$ cat src/msv_regs.svh
// Function
// single momentary switch: start in memory A, each press advances to next valid memory
// press in last valid memory wraps to memory A; one valid memory keeps A
// selection among at most four memories using one or two switch inputs
// each select input: momentary or static, pull-up or pull-down by config bit; second input only read as a level, MSV_B_MS2_STATIC unused
// every memory change fades the audio out; optional tone, one per memory
// automatic telecoil on: closing the second select switch moves to memory D
// telecoil switch debounced open: return to memory active before D
// leave memory D only after switch sampled open for whole debounce period; code skips the period if MSV_B_AUTO_TC is cleared while in D
// digital volume: up pin closure raises gain, down pin closure lowers it
// only analog or digital external volume at once, else software volume
// digital volume accepts momentary or rocker; rocker may also select memory
// four trimmers map onto up to nineteen parameters of sixteen settings each
// trimmer and pot positions monitored continuously, changes applied at once
// momentary inputs synchronised and edge detected: one step per press
// debounce counter restarts on closed sample, leaves D at programmed count
`ifndef MSV_REGS_SVH
`define MSV_REGS_SVH

// ----------------------------------------------------------------
// register offsets
// ----------------------------------------------------------------
`define MSV_ADDR_CTRL      8'h00
`define MSV_ADDR_VALID     8'h04
`define MSV_ADDR_DEBOUNCE  8'h08
`define MSV_ADDR_VOLUME    8'h0c
`define MSV_ADDR_FADE      8'h10
`define MSV_ADDR_TONE      8'h14
`define MSV_ADDR_STATUS    8'h18
`define MSV_MAP_FIRST      6'h10
`define MSV_MAP_LAST       6'h22

// ----------------------------------------------------------------
// control fields and reset values
// ----------------------------------------------------------------
`define MSV_CTRL_W         10
`define MSV_CTRL_RST       10'h000
`define MSV_B_MS1_STATIC   0
`define MSV_B_MS2_STATIC   1
`define MSV_B_MS1_PULLUP   2
`define MSV_B_MS2_PULLUP   3
`define MSV_B_AUTO_TC      4
`define MSV_B_VC_ANALOG    5
`define MSV_B_VC_DIGITAL   6
`define MSV_B_ROCKER_MS    7
`define MSV_B_TONE_EN      8
`define MSV_B_TRIM_EN      9
`define MSV_VALID_RST      3'h1
`define MSV_VALID_MAX      3'h4
`define MSV_DEB_RST        16'h0400
`define MSV_FADE_RST       16'h0100
`define MSV_TONE_RST       16'h0400
`define MSV_VOL_RST        6'h20
`define MSV_VOL_MAX        6'h3f
`define MSV_MEM_A          2'h0
`define MSV_MEM_D          2'h3
`define MSV_NTRIM          4
`define MSV_NPARAM         19
`define MSV_PW             4

`endif

$ cat src/msv_pkg.sv
package msv_pkg;

  typedef enum logic [2:0] {
    ST_IDLE = 3'b001,
    ST_FADE = 3'b010,
    ST_TONE = 3'b100
  } msv_state_t;

  typedef logic [1:0] msv_mem_t;

endpackage : msv_pkg

$ cat src/msv_sync_edge.sv
`timescale 1ns/10ps

// two-flop synchroniser per input plus rising-edge pulse
module msv_sync_edge #(
  parameter int N = 4
) (
  input  wire logic         clk,
  input  wire logic         rst,
  input  wire logic [N-1:0] din,
  output logic      [N-1:0] level,
  output logic      [N-1:0] rise
);

  logic [N-1:0] meta_r;
  logic [N-1:0] sync_r;
  logic [N-1:0] last_r;

  genvar g;
  for (g = 0; g < N; g++) begin : g_bit
    always_ff @(posedge clk or posedge rst) begin
      if (rst) begin
        meta_r[g] <= 1'b0;
        sync_r[g] <= 1'b0;
        last_r[g] <= 1'b0;
      end else begin
        meta_r[g] <= din[g];
        sync_r[g] <= meta_r[g];
        last_r[g] <= sync_r[g];
      end
    end
    // one pulse per closure however long the switch is held
    assign rise[g]  = sync_r[g] & ~last_r[g];
    assign level[g] = sync_r[g];
  end

endmodule : msv_sync_edge

$ cat src/msv_top.sv
// Local design decisions: the strobed register port and the register addresses.
`timescale 1ns/10ps
`include "msv_regs.svh"

module msv_top
  import msv_pkg::*;
(
  input  wire logic        CLOCK,
  input  wire logic        RST,
  input  wire logic [7:0]  ADDR,
  input  wire logic [31:0] WDATA,
  input  wire logic        WR,
  input  wire logic        RD,
  output logic      [31:0] RDATA,
  input  wire logic        MEMORY_SWITCH_ONE,
  input  wire logic        MEMORY_SWITCH_TWO,
  input  wire logic        GAIN_UP_PIN,
  input  wire logic        GAIN_DOWN_PIN,
  input  wire logic [5:0]  VC_POS,
  input  wire logic [15:0] TRIM_POS,
  output logic [1:0]       PULL_UP_EN,
  output logic [1:0]       ACTIVE_MEM,
  output logic             FADE_ACTIVE,
  output logic             TONE_ACTIVE,
  output logic [5:0]       GAIN,
  output logic [75:0]      PARAM_VALUES,
  output logic             PARAM_UPDATE
);

  // ----------------------------------------------------------------
  // registers
  // ----------------------------------------------------------------
  logic [`MSV_CTRL_W-1:0] ctrl_r;
  logic [2:0]             valid_r;
  logic [15:0]            deb_r;
  logic [15:0]            fade_r;
  logic [15:0]            tone_r;
  logic [5:0]             vol_sw_r;
  logic [2:0]             map_r [`MSV_NPARAM];
  logic [31:0]            rdata_r;
  msv_state_t             state_r;
  msv_mem_t               mem_r;
  msv_mem_t               target_r;
  msv_mem_t               saved_r;
  logic                   in_d_r;
  logic [15:0]            cnt_r;
  logic [15:0]            deb_cnt_r;
  logic [5:0]             gain_r;
  logic [75:0]            par_r;
  logic                   par_upd_r;

  // ----------------------------------------------------------------
  // switch sensing
  // ----------------------------------------------------------------
  wire       pu1 = ctrl_r[`MSV_B_MS1_PULLUP];
  wire       pu2 = ctrl_r[`MSV_B_MS2_PULLUP];
  // with a pull-up the closed switch pulls the pin low
  wire [3:0] sw_closed = {GAIN_DOWN_PIN, GAIN_UP_PIN,
                          MEMORY_SWITCH_TWO ^ pu2, MEMORY_SWITCH_ONE ^ pu1};
  wire [3:0] sw_lvl;
  wire [3:0] sw_rise;

  msv_sync_edge #(.N(4)) u_sync (
    .clk   (CLOCK),
    .rst   (RST),
    .din   (sw_closed),
    .level (sw_lvl),
    .rise  (sw_rise)
  );

  wire ms1_lvl  = sw_lvl[0];
  wire ms2_lvl  = sw_lvl[1];
  wire ms1_rise = sw_rise[0];
  wire up_rise  = sw_rise[2];
  wire dn_rise  = sw_rise[3];

  // ----------------------------------------------------------------
  // register bus decode
  // ----------------------------------------------------------------
  wire [5:0] word    = ADDR[7:2];
  wire       map_hit = (word >= `MSV_MAP_FIRST) && (word <= `MSV_MAP_LAST);
  wire [5:0] map_idx = word - `MSV_MAP_FIRST;
  wire       wr_ctrl = WR && (ADDR == `MSV_ADDR_CTRL);
  // digital wins if software asks for both volume sources
  wire [`MSV_CTRL_W-1:0] ctrl_wr = WDATA[`MSV_CTRL_W-1:0] &
       ~(WDATA[`MSV_B_VC_DIGITAL] ? (`MSV_CTRL_W'(1) << `MSV_B_VC_ANALOG) : '0);

  wire [2:0]  wr_cnt   = WDATA[2:0];
  // the count is stored clamped so software reads back the count in use
  wire [2:0]  valid_wr = (wr_cnt == 3'h0) ? 3'h1 :
                         (wr_cnt > `MSV_VALID_MAX) ? `MSV_VALID_MAX : wr_cnt;

  wire [31:0] status = {24'h000000, in_d_r, state_r, target_r, mem_r};
  wire [2:0]  map_rd = map_hit ? map_r[map_idx[4:0]] : 3'h0;
  wire [31:0] rd_nxt =
    (ADDR == `MSV_ADDR_CTRL)     ? {22'h000000, ctrl_r}  :
    (ADDR == `MSV_ADDR_VALID)    ? {29'h00000000, valid_r} :
    (ADDR == `MSV_ADDR_DEBOUNCE) ? {16'h0000, deb_r}      :
    (ADDR == `MSV_ADDR_VOLUME)   ? {26'h0000000, gain_r}  :
    (ADDR == `MSV_ADDR_FADE)     ? {16'h0000, fade_r}     :
    (ADDR == `MSV_ADDR_TONE)     ? {16'h0000, tone_r}     :
    (ADDR == `MSV_ADDR_STATUS)   ? status                 :
    map_hit                      ? {29'h00000000, map_rd} : 32'h00000000;

  always_ff @(posedge CLOCK or posedge RST) begin
    if (RST) begin
      ctrl_r   <= `MSV_CTRL_RST;
      valid_r  <= `MSV_VALID_RST;
      deb_r    <= `MSV_DEB_RST;
      fade_r   <= `MSV_FADE_RST;
      tone_r   <= `MSV_TONE_RST;
      vol_sw_r <= `MSV_VOL_RST;
      rdata_r  <= 32'h00000000;
    end else begin
      if (wr_ctrl) ctrl_r <= ctrl_wr;
      if (WR && ADDR == `MSV_ADDR_VALID) valid_r <= valid_wr;
      if (WR && ADDR == `MSV_ADDR_DEBOUNCE) deb_r <= WDATA[15:0];
      if (WR && ADDR == `MSV_ADDR_VOLUME) vol_sw_r <= WDATA[5:0];
      if (WR && ADDR == `MSV_ADDR_FADE) fade_r <= WDATA[15:0];
      if (WR && ADDR == `MSV_ADDR_TONE) tone_r <= WDATA[15:0];
      rdata_r <= RD ? rd_nxt : 32'h00000000;
    end
  end

  // ----------------------------------------------------------------
  // memory selection
  // ----------------------------------------------------------------
  wire tc_en     = ctrl_r[`MSV_B_AUTO_TC];
  wire ms1_stat  = ctrl_r[`MSV_B_MS1_STATIC];
  wire vc_dig    = ctrl_r[`MSV_B_VC_DIGITAL];
  wire vc_ana    = ctrl_r[`MSV_B_VC_ANALOG] & ~vc_dig;
  wire rocker_ms = ctrl_r[`MSV_B_ROCKER_MS] & vc_dig;
  wire idle      = (state_r == ST_IDLE);

  // at most four memories; telecoil reserves D so cycling stops at C
  wire [2:0] vcnt  = (valid_r == 3'h0) ? 3'h1 :
                     (valid_r > `MSV_VALID_MAX) ? `MSV_VALID_MAX : valid_r;
  wire [2:0] limit = (tc_en && vcnt == `MSV_VALID_MAX) ? 3'h3 : vcnt;
  wire [2:0] inc   = {1'b0, mem_r} + 3'h1;
  wire [2:0] lim_m = limit - 3'h1;
  wire [1:0] mem_next = (inc >= limit) ? `MSV_MEM_A : inc[1:0];
  wire [1:0] mem_prev = (mem_r == `MSV_MEM_A) ? lim_m[1:0] : mem_r - 2'h1;
  wire [1:0] stat_raw = {ms2_lvl & ~tc_en, ms1_lvl};
  wire [2:0] stat_w   = {1'b0, stat_raw};
  wire [1:0] stat_sel = (stat_w >= vcnt) ? `MSV_MEM_A : stat_raw;

  wire tc_close = idle & tc_en & ms2_lvl & ~in_d_r;
  wire deb_done = idle & in_d_r & ~ms2_lvl & (~tc_en | (deb_cnt_r >= deb_r));
  wire stat_req = idle & ms1_stat & ~in_d_r & (stat_sel != mem_r);
  wire mom_req  = idle & ~ms1_stat & ms1_rise & ~in_d_r;
  wire rock_req = idle & rocker_ms & ~in_d_r & (up_rise | dn_rise);
  wire [1:0] req_mem = tc_close ? `MSV_MEM_D :
                       deb_done ? saved_r    :
                       stat_req ? stat_sel   :
                       mom_req  ? mem_next   :
                       up_rise  ? mem_next   : mem_prev;
  wire go = tc_close | deb_done |
            ((stat_req | mom_req | rock_req) & (req_mem != mem_r));
  wire cnt_done = (state_r == ST_FADE) ? (cnt_r >= fade_r) : (cnt_r >= tone_r);

  always_ff @(posedge CLOCK or posedge RST) begin
    if (RST) begin
      state_r  <= ST_IDLE;
      mem_r    <= `MSV_MEM_A;
      target_r <= `MSV_MEM_A;
      saved_r  <= `MSV_MEM_A;
      in_d_r   <= 1'b0;
      cnt_r    <= 16'h0000;
    end else begin
      case (state_r)
        ST_IDLE: begin
          cnt_r <= 16'h0000;
          if (go) begin
            state_r  <= ST_FADE;
            target_r <= req_mem;
          end
          if (tc_close) begin
            in_d_r  <= 1'b1;
            saved_r <= mem_r;
          end
          if (deb_done) in_d_r <= 1'b0;
        end
        ST_FADE: begin
          cnt_r <= cnt_r + 16'h0001;
          if (cnt_done) begin
            // switch parameters only while the audio is faded out
            mem_r   <= target_r;
            cnt_r   <= 16'h0000;
            state_r <= ctrl_r[`MSV_B_TONE_EN] ? ST_TONE : ST_IDLE;
          end
        end
        ST_TONE: begin
          cnt_r <= cnt_r + 16'h0001;
          if (cnt_done) state_r <= ST_IDLE;
        end
        default: state_r <= ST_IDLE;
      endcase
    end
  end

  // closed sample restarts the open-check interval
  always_ff @(posedge CLOCK or posedge RST) begin
    if (RST) deb_cnt_r <= 16'h0000;
    else if (!in_d_r || ms2_lvl) deb_cnt_r <= 16'h0000;
    else if (deb_cnt_r < deb_r) deb_cnt_r <= deb_cnt_r + 16'h0001;
  end

  // ----------------------------------------------------------------
  // volume
  // ----------------------------------------------------------------
  wire up_ok = up_rise & (gain_r != `MSV_VOL_MAX);
  wire dn_ok = dn_rise & (gain_r != 6'h00);
  wire [5:0] dig_gain = up_ok ? gain_r + 6'h01 :
                        dn_ok ? gain_r - 6'h01 : gain_r;
  wire [5:0] gain_nxt = vc_ana ? VC_POS :
                        (vc_dig & ~rocker_ms) ? dig_gain : vol_sw_r;

  always_ff @(posedge CLOCK or posedge RST) begin
    if (RST) gain_r <= `MSV_VOL_RST;
    else gain_r <= gain_nxt;
  end

  // ----------------------------------------------------------------
  // trimmer map
  // ----------------------------------------------------------------
  wire        trim_en = ctrl_r[`MSV_B_TRIM_EN];
  wire [75:0] par_nxt;

  genvar g;
  for (g = 0; g < `MSV_NPARAM; g++) begin : g_par
    wire [3:0] tpos = TRIM_POS[map_r[g][1:0]*`MSV_PW +: `MSV_PW];
    // several parameters may follow one trimmer
    assign par_nxt[g*`MSV_PW +: `MSV_PW] = (trim_en && map_r[g][2]) ? tpos :
                                            par_r[g*`MSV_PW +: `MSV_PW];
    always_ff @(posedge CLOCK or posedge RST) begin
      if (RST) map_r[g] <= 3'h0;
      else if (WR && map_hit && map_idx == g) map_r[g] <= WDATA[2:0];
    end
  end

  always_ff @(posedge CLOCK or posedge RST) begin
    if (RST) begin
      par_r     <= 76'h0;
      par_upd_r <= 1'b0;
    end else begin
      par_r     <= par_nxt;
      par_upd_r <= (par_nxt != par_r);
    end
  end

  // ----------------------------------------------------------------
  // outputs
  // ----------------------------------------------------------------
  assign RDATA        = rdata_r;
  assign PULL_UP_EN   = {pu2, pu1};
  assign ACTIVE_MEM   = mem_r;
  assign FADE_ACTIVE  = state_r[1];
  assign TONE_ACTIVE  = state_r[2];
  assign GAIN         = gain_r;
  assign PARAM_VALUES = par_r;
  assign PARAM_UPDATE = par_upd_r;
endmodule : msv_top

$ cat config.mk
export PLATFORM = sky130hd
export DESIGN_NAME = msv_top
export DESIGN_NICKNAME = d
export VERILOG_FILES = /design/src/msv_pkg.sv /design/src/msv_sync_edge.sv /design/src/msv_top.sv
export VERILOG_INCLUDE_DIRS = /design/src
export SDC_FILE = /design/constraint.sdc
export NUM_CORES = 1
export LEC_CHECK = 0
export BUFFER_PORTS_ARGS = -buffer_cell sky130_fd_sc_hd__buf_2
export CAP_MARGIN = 20
export CORE_MARGIN = 10
export CORE_UTILIZATION = 43
export DETAILED_ROUTE_END_ITERATION = 8
export SLEW_MARGIN = 20
export SYNTH_ARGS = -nofsm -noshare
export SYNTH_HDL_FRONTEND = slang
export SYNTH_SLANG_ARGS = --single-unit
$ cat constraint.sdc
create_clock -name CLOCK -period 10.8 [get_ports CLOCK]
set_input_delay 1.08 -clock CLOCK [delete_from_list [all_inputs] [get_ports CLOCK]]
set_output_delay 1.08 -clock CLOCK [all_outputs]
set_load 0.01 [all_outputs]
* Word level (Yosys, flattened, before mapping)
Cells that the tools add are included.
** Storage, ports and cells
- Register bits after elaboration :: 276
- Input bits :: 70
- Output and inout bits :: 121
- Logic and storage cells :: 290
** Cells by class
- Add/sub/neg operators :: 8
- Order comparisons :: 11
- Eq/ne operators :: 36
- Shift-type cells :: 19
- Multiplexer cells :: 61
- Bitwise gates (word level) :: 45
- Reduce and logical (&&, ||, !) cells :: 63
** Operator list (count)
- 16-bit by 5-bit indexed part select with 4-bit output :: 19
- 16-bit two-way mux :: 10
- 4-bit two-way mux :: 19
- 76-bit inequality test :: 1
- 6-bit by 4-bit == test with 1-bit output, second input constant :: 8
- 16-bit greater-or-equal comparator :: 3
- 16-bit case mux with 3 select lines :: 1
- 1-bit logical AND :: 47
- 3-bit two-way mux :: 12
- 16-bit by 1-bit adder with 16-bit output, second input constant :: 2
- 6-bit two-way mux :: 5
- 1-bit bitwise AND :: 25
- 6-bit by 3-bit == test with 1-bit output, second input constant :: 4
- 8-bit by 5-bit == test with 1-bit output, second input constant :: 3
- 6-bit by 5-bit == test with 1-bit output, second input constant :: 3
- 8-bit by 4-bit == test with 1-bit output, second input constant :: 2
- 16-bit less-than comparator :: 1
- 2-bit two-way mux :: 8
- 3-bit binary-select mux with 5-bit select :: 1
- 6-bit by 2-bit == test with 1-bit output, second input constant :: 2
- 10-bit bitwise AND :: 1
- 6-bit NOT with 10-bit output :: 1
- 1-bit NOT :: 9
- 3-bit case mux with 3 select lines :: 1
- other kinds (37) :: 55

* Depth between registers and ports, before layout
- Depth after elaboration :: 18
- Mapped depth :: 12
- Mapped depth without buffers :: 11

* Modules after synthesis
Synthesis repeated with hierarchy kept, for this count alone.
** Second synthesis, totals
- Cells, all modules :: 1507
- Area, all modules :: 16901.2 um^2
** By module, submodules not included
- msv_top :: times used 1, cells each 1490, area an instance 16542.1 um^2, sequential area each 6640.1 um^2
- msv_sync_edge :: times used 1, cells each 17, area an instance 359.1 um^2, sequential area each 300.3 um^2

* Worst setup path after synthesis
No wires, ideal clock.
- Kind :: input to register
- Start :: input TRIM_POS[14]
- End :: register par_upd_r, in the netlist PARAM_UPDATE
- Setup time :: 138 ps
- Arrival time :: 3142 ps
- Required time :: 10662 ps
- Slack :: 7520 ps
- Stages :: 8
- Buffers on the path :: 0
- Cell sequence :: mux4_2 -> mux2_4 -> a22o_1 -> or4_1 -> nor4_1 -> nand4_1 -> nor4_2 -> nand4_1
** On the way
- Cells in the longest elaborated chain, start to end :: 3
- Elaborated cells between the ends (all ways) :: 39
- Those cells by class :: eq/ne (1); shift (19); mux (19)
** Ends and longest elaborated chain
- start, declared :: line msv_top.sv:20 : input wire logic [15:0] TRIM_POS,
- 16-bit by 5-bit indexed part select with 4-bit output :: line msv_top.sv:231 : wire [3:0] tpos = TRIM_POS[map_r[g][1:0]*`MSV_PW +: `MSV_PW];
- 4-bit two-way mux :: line msv_top.sv:233 : assign par_nxt[g*`MSV_PW +: `MSV_PW] = (trim_en && map_r[g][2]) ? tpos :
- named net par_nxt[22] :: line msv_top.sv:227 : wire [75:0] par_nxt;
- 76-bit inequality test :: line msv_top.sv:247 : par_upd_r <= (par_nxt != par_r);
- end signal, assigned :: line msv_top.sv:247
- end, declared :: line msv_top.sv:50 : logic par_upd_r;
The timed path passes the listed nets, and every way through them passes these cells.
A chain may end at the register's enable or synchronous reset.

* Worst setup path in the final report
- Start :: input ADDR[2]
- End :: register tone_r[9]
** On the way
- Cells in the longest elaborated chain, start to end :: 2
** Ends and longest elaborated chain
- start, declared :: line msv_top.sv:10 : input wire logic [7:0] ADDR,
- 8-bit by 5-bit == test with 1-bit output (no source line)
- 1-bit logical AND (no source line)
- end signal, assigned :: line msv_top.sv:111 : tone_r <= `MSV_TONE_RST;
- end signal, assigned :: line msv_top.sv:120 : if (WR && ADDR == `MSV_ADDR_TONE) tone_r <= WDATA[15:0];
- end, declared :: line msv_top.sv:37 : logic [15:0] tone_r;
Every way passes these cells.

==> impl_metrics.yaml <==
status:
  status: "finished, final reports clean"
global_route:
  grt_pass1_vias: 13300
  grt_use_met1: 0.335
  grt_max_degree: 186
  use_met2: 0.332
  grt_antenna_before_repair: 5
  grt_overflow: 0
  grt_pass1_wl_um: 84800
  grt_busiest_layer: "met1"
  gr-usage-met3: 0.0622
  track_usage: 0.231
clocking:
  cts_tree: "built"
  cts-buffers-inserted: 35
  clockRootBuffer: "clkbuf_16"
  htree_levels: 2
  clk_path_buf_depth: 3
  clock-sinks: 276
  cts.reportedPaths.clkPinSlew_ns: 0.06
  cts_setup_buffers: 0
  holdBufCountCts: 0
  post_cts_resized: 0
  clk_latency_ns: 0.55
critical_path:
  critical_path.startpoint_type: "input port"
  cp_max_fo: 32
  critPathCaptureType: "register"
  critPathKind: "in -> reg"
  cpLargestDelayFamily: "simple AND/OR/NAND/NOR gates"
  cpPeakStageDelay_ns: 0.96
  r2r-end: "PARAM_UPDATE"
  reg2reg_depth: 9
  worst-path-buf-inv: 3
  crit_chain: "buf_2 -> buf_4 -> clkinv_1 -> nor2_1 -> nand3_1 -> mux2_2"
  rrSetupSlack_ns: 7.18
  slowest_stage: "nand3_1"
  worstPathArrival_ns: 4.38
  r2r_start: "ctrl_r[9]"
  worstPathRequired_ns: 11.21
power:
  switching_power_mw: 0.958
  switching_share: 0.320
  p_int_mw: 2.03
  cellPowerDensity_nw_per_um2: 155
  leakage_nw: 8.44
  power_frac_clock: 0.373
  share_comb_of_total_power: 0.207
  p_seq_frac: 0.421
  ir_drop_mv: 0.0922
yosys:
  ys_seq_elements: 276
  synth.distinct_cells: 80
  synth_edf_count: 0
  synth-async-reset-ratio: 1.00
  ys_warn_count: 0
  syn-cell-area_um2: 17100
  avgSynthCellArea_um2: 11.1
  ys.flop_type: "dfrtp_1"
  yosysSeqAreaShare: 0.405
  netlist_instances: 1535
detailed_routing:
  dr.first_iter.drc_count: 1324
  num_vias: 13400
  drt-total-wl_um: 56000
  post-route-drc-count: 0
  dr.pass1.iters: 5
  post_drt_wl_per_cell_um: 25.5
  ant_nets: 0
  vias_per_cell: 6.12
sta:
  period_minus_slack_ns: 3.97
  min_period_over_period: 0.368
  setup_viol: 0
  maxSlewViolCount: 0
  finalClockSkew_ns: 0.0225
  finalSetupTns_ns: 0
  worst_pin_slew_ns: 1.09
  timing.fmax_ghz: 0.252
  holdWs_ns: 0.346
  hold_viol: 0
  slew_headroom: 0.266
  rsz0062_at_grt: "false"
floorplanning:
  dieArea_um2: 48100
  die_x_um: 219
  initial_core_util: 0.438
  io_pins: 191
  fp-row-count: 72
  die_h_um: 219
  coreArea_um2: 39000
placement:
  port_buffers: 158
  globalplace.congestion: 0.957
  dpl_cell_area_um2: 18200
  hpwl_um: 42000
min_path:
  hp-start: "u_sync.meta_r[1]"
  worst_hold_path.endpoint: "u_sync.level[1]"
  holdPathStages: 0
  hp-class: "reg -> reg"
layout:
  areaGrowthSynthToFinish_pct: 12.8
  finalNetCount: 1783
  regArea_um2: 6920
  final_common_cell: "dfrtp_1"
  multiInputGateArea_um2: 9320
  fillers: 3549
  final_cell_mix: "dfrtp_1, mux2_2, buf_2, inv_1, nor2_1"
  final_cell_area_um2: 19300
  drive_gt1_frac: 0.289
flow_run:
  maxCapViolCount: 0
## metal layers
layer	wire length [µm]	vias up
met4	1350	4
met2	24200	658
met3	5530	85
li1	-	5925
met5	20	-
met1	24900	6772
## worst max path at each step
stage / start / end / slack, ns / cells past startpoint
global placement: ADDR[2] / tone_r[12] / 6.33 / 6
detailed placement: ADDR[2] / tone_r[9] / 6.31 / 6
floorplan: RST / ACTIVE_MEM[0] / 2.12 / 1
CTS: ADDR[2] / tone_r[9] / 6.85 / 6
global route: ADDR[2] / tone_r[14] / 6.60 / 6
finish: ADDR[2] / tone_r[9] / 6.83 / 6
## area by class of cell
type | instances | area share
multi-input cells | 1057 | 0.483
flip-flops and latches | 276 | 0.359
clock buffers | 49 | 0.0513
repair buffers | 164 | 0.0450
well taps | 518 | 0.0336
inverters | 117 | 0.0232
clock inverters | 13 | 0.00474
diodes | 4 | 0.000519
## cells by family after synthesis
logic type	Yosys count	synth area share
other cells	1	0.000219
xor+xnor	43	0.0220
flops	276	0.405
compound gates	254	0.103
simple gates	379	0.110
fa+ha+maj	62	0.0458
mux	303	0.260
buf+inv	217	0.0537
## cells in the mapped netlist, drive strengths merged, types with 22 or more instances
cell type / instances / area (µm²)
a21oi: 53 / 265
buf: 33 / 228
clkbuf: 67 / 251
dfrtp: 269 / 6730
ha: 61 / 763
inv: 116 / 435
mux2: 195 / 2210
mux4: 90 / 2060
nand2: 78 / 293
nand3: 56 / 280
nand4: 22 / 138
nor2: 108 / 405
o21ai: 44 / 224
o22ai: 24 / 150
o32ai: 22 / 193
xor2: 24 / 210
## power groups by stage
stage	registers (mW)	clock network, mW	logic [mW]
3_5_place_dp	1.27	0	0.609
3_3_place_gp	1.27	0	0.603
5_1_grt	1.27	1.18	0.672
2_1_floorplan	1.20	0	0.464
6_report	1.26	1.11	0.618
4_1_cts	1.25	1.14	0.613
## through the flow
stage	setup slack (ns)	total power, mW	std cells	util
after floorplan	2.12	1.66	1550	-
after detailed placement	6.31	1.88	2131	0.466
after global routing	6.60	3.12	2195	0.494
final	6.83	2.99	2198	0.494
after CTS	6.85	3.00	2193	0.493
after global placement	6.33	1.87	2131	0.466
## sequential cells by signal, summed over array words and instances, names as in the netlist, 3 cells and up
register / count
GAIN: 6
PARAM_VALUES: 76
RDATA: 16
cnt_r: 16
ctrl_r: 10
deb_cnt_r: 16
deb_r: 16
fade_r: 16
map_r: 57
state_r: 3
tone_r: 16
u_sync.last_r: 3
u_sync.level: 4
u_sync.meta_r: 4
valid_r: 3
vol_sw_r: 6
No activity file was read; power rests on OpenSTA's default activity.
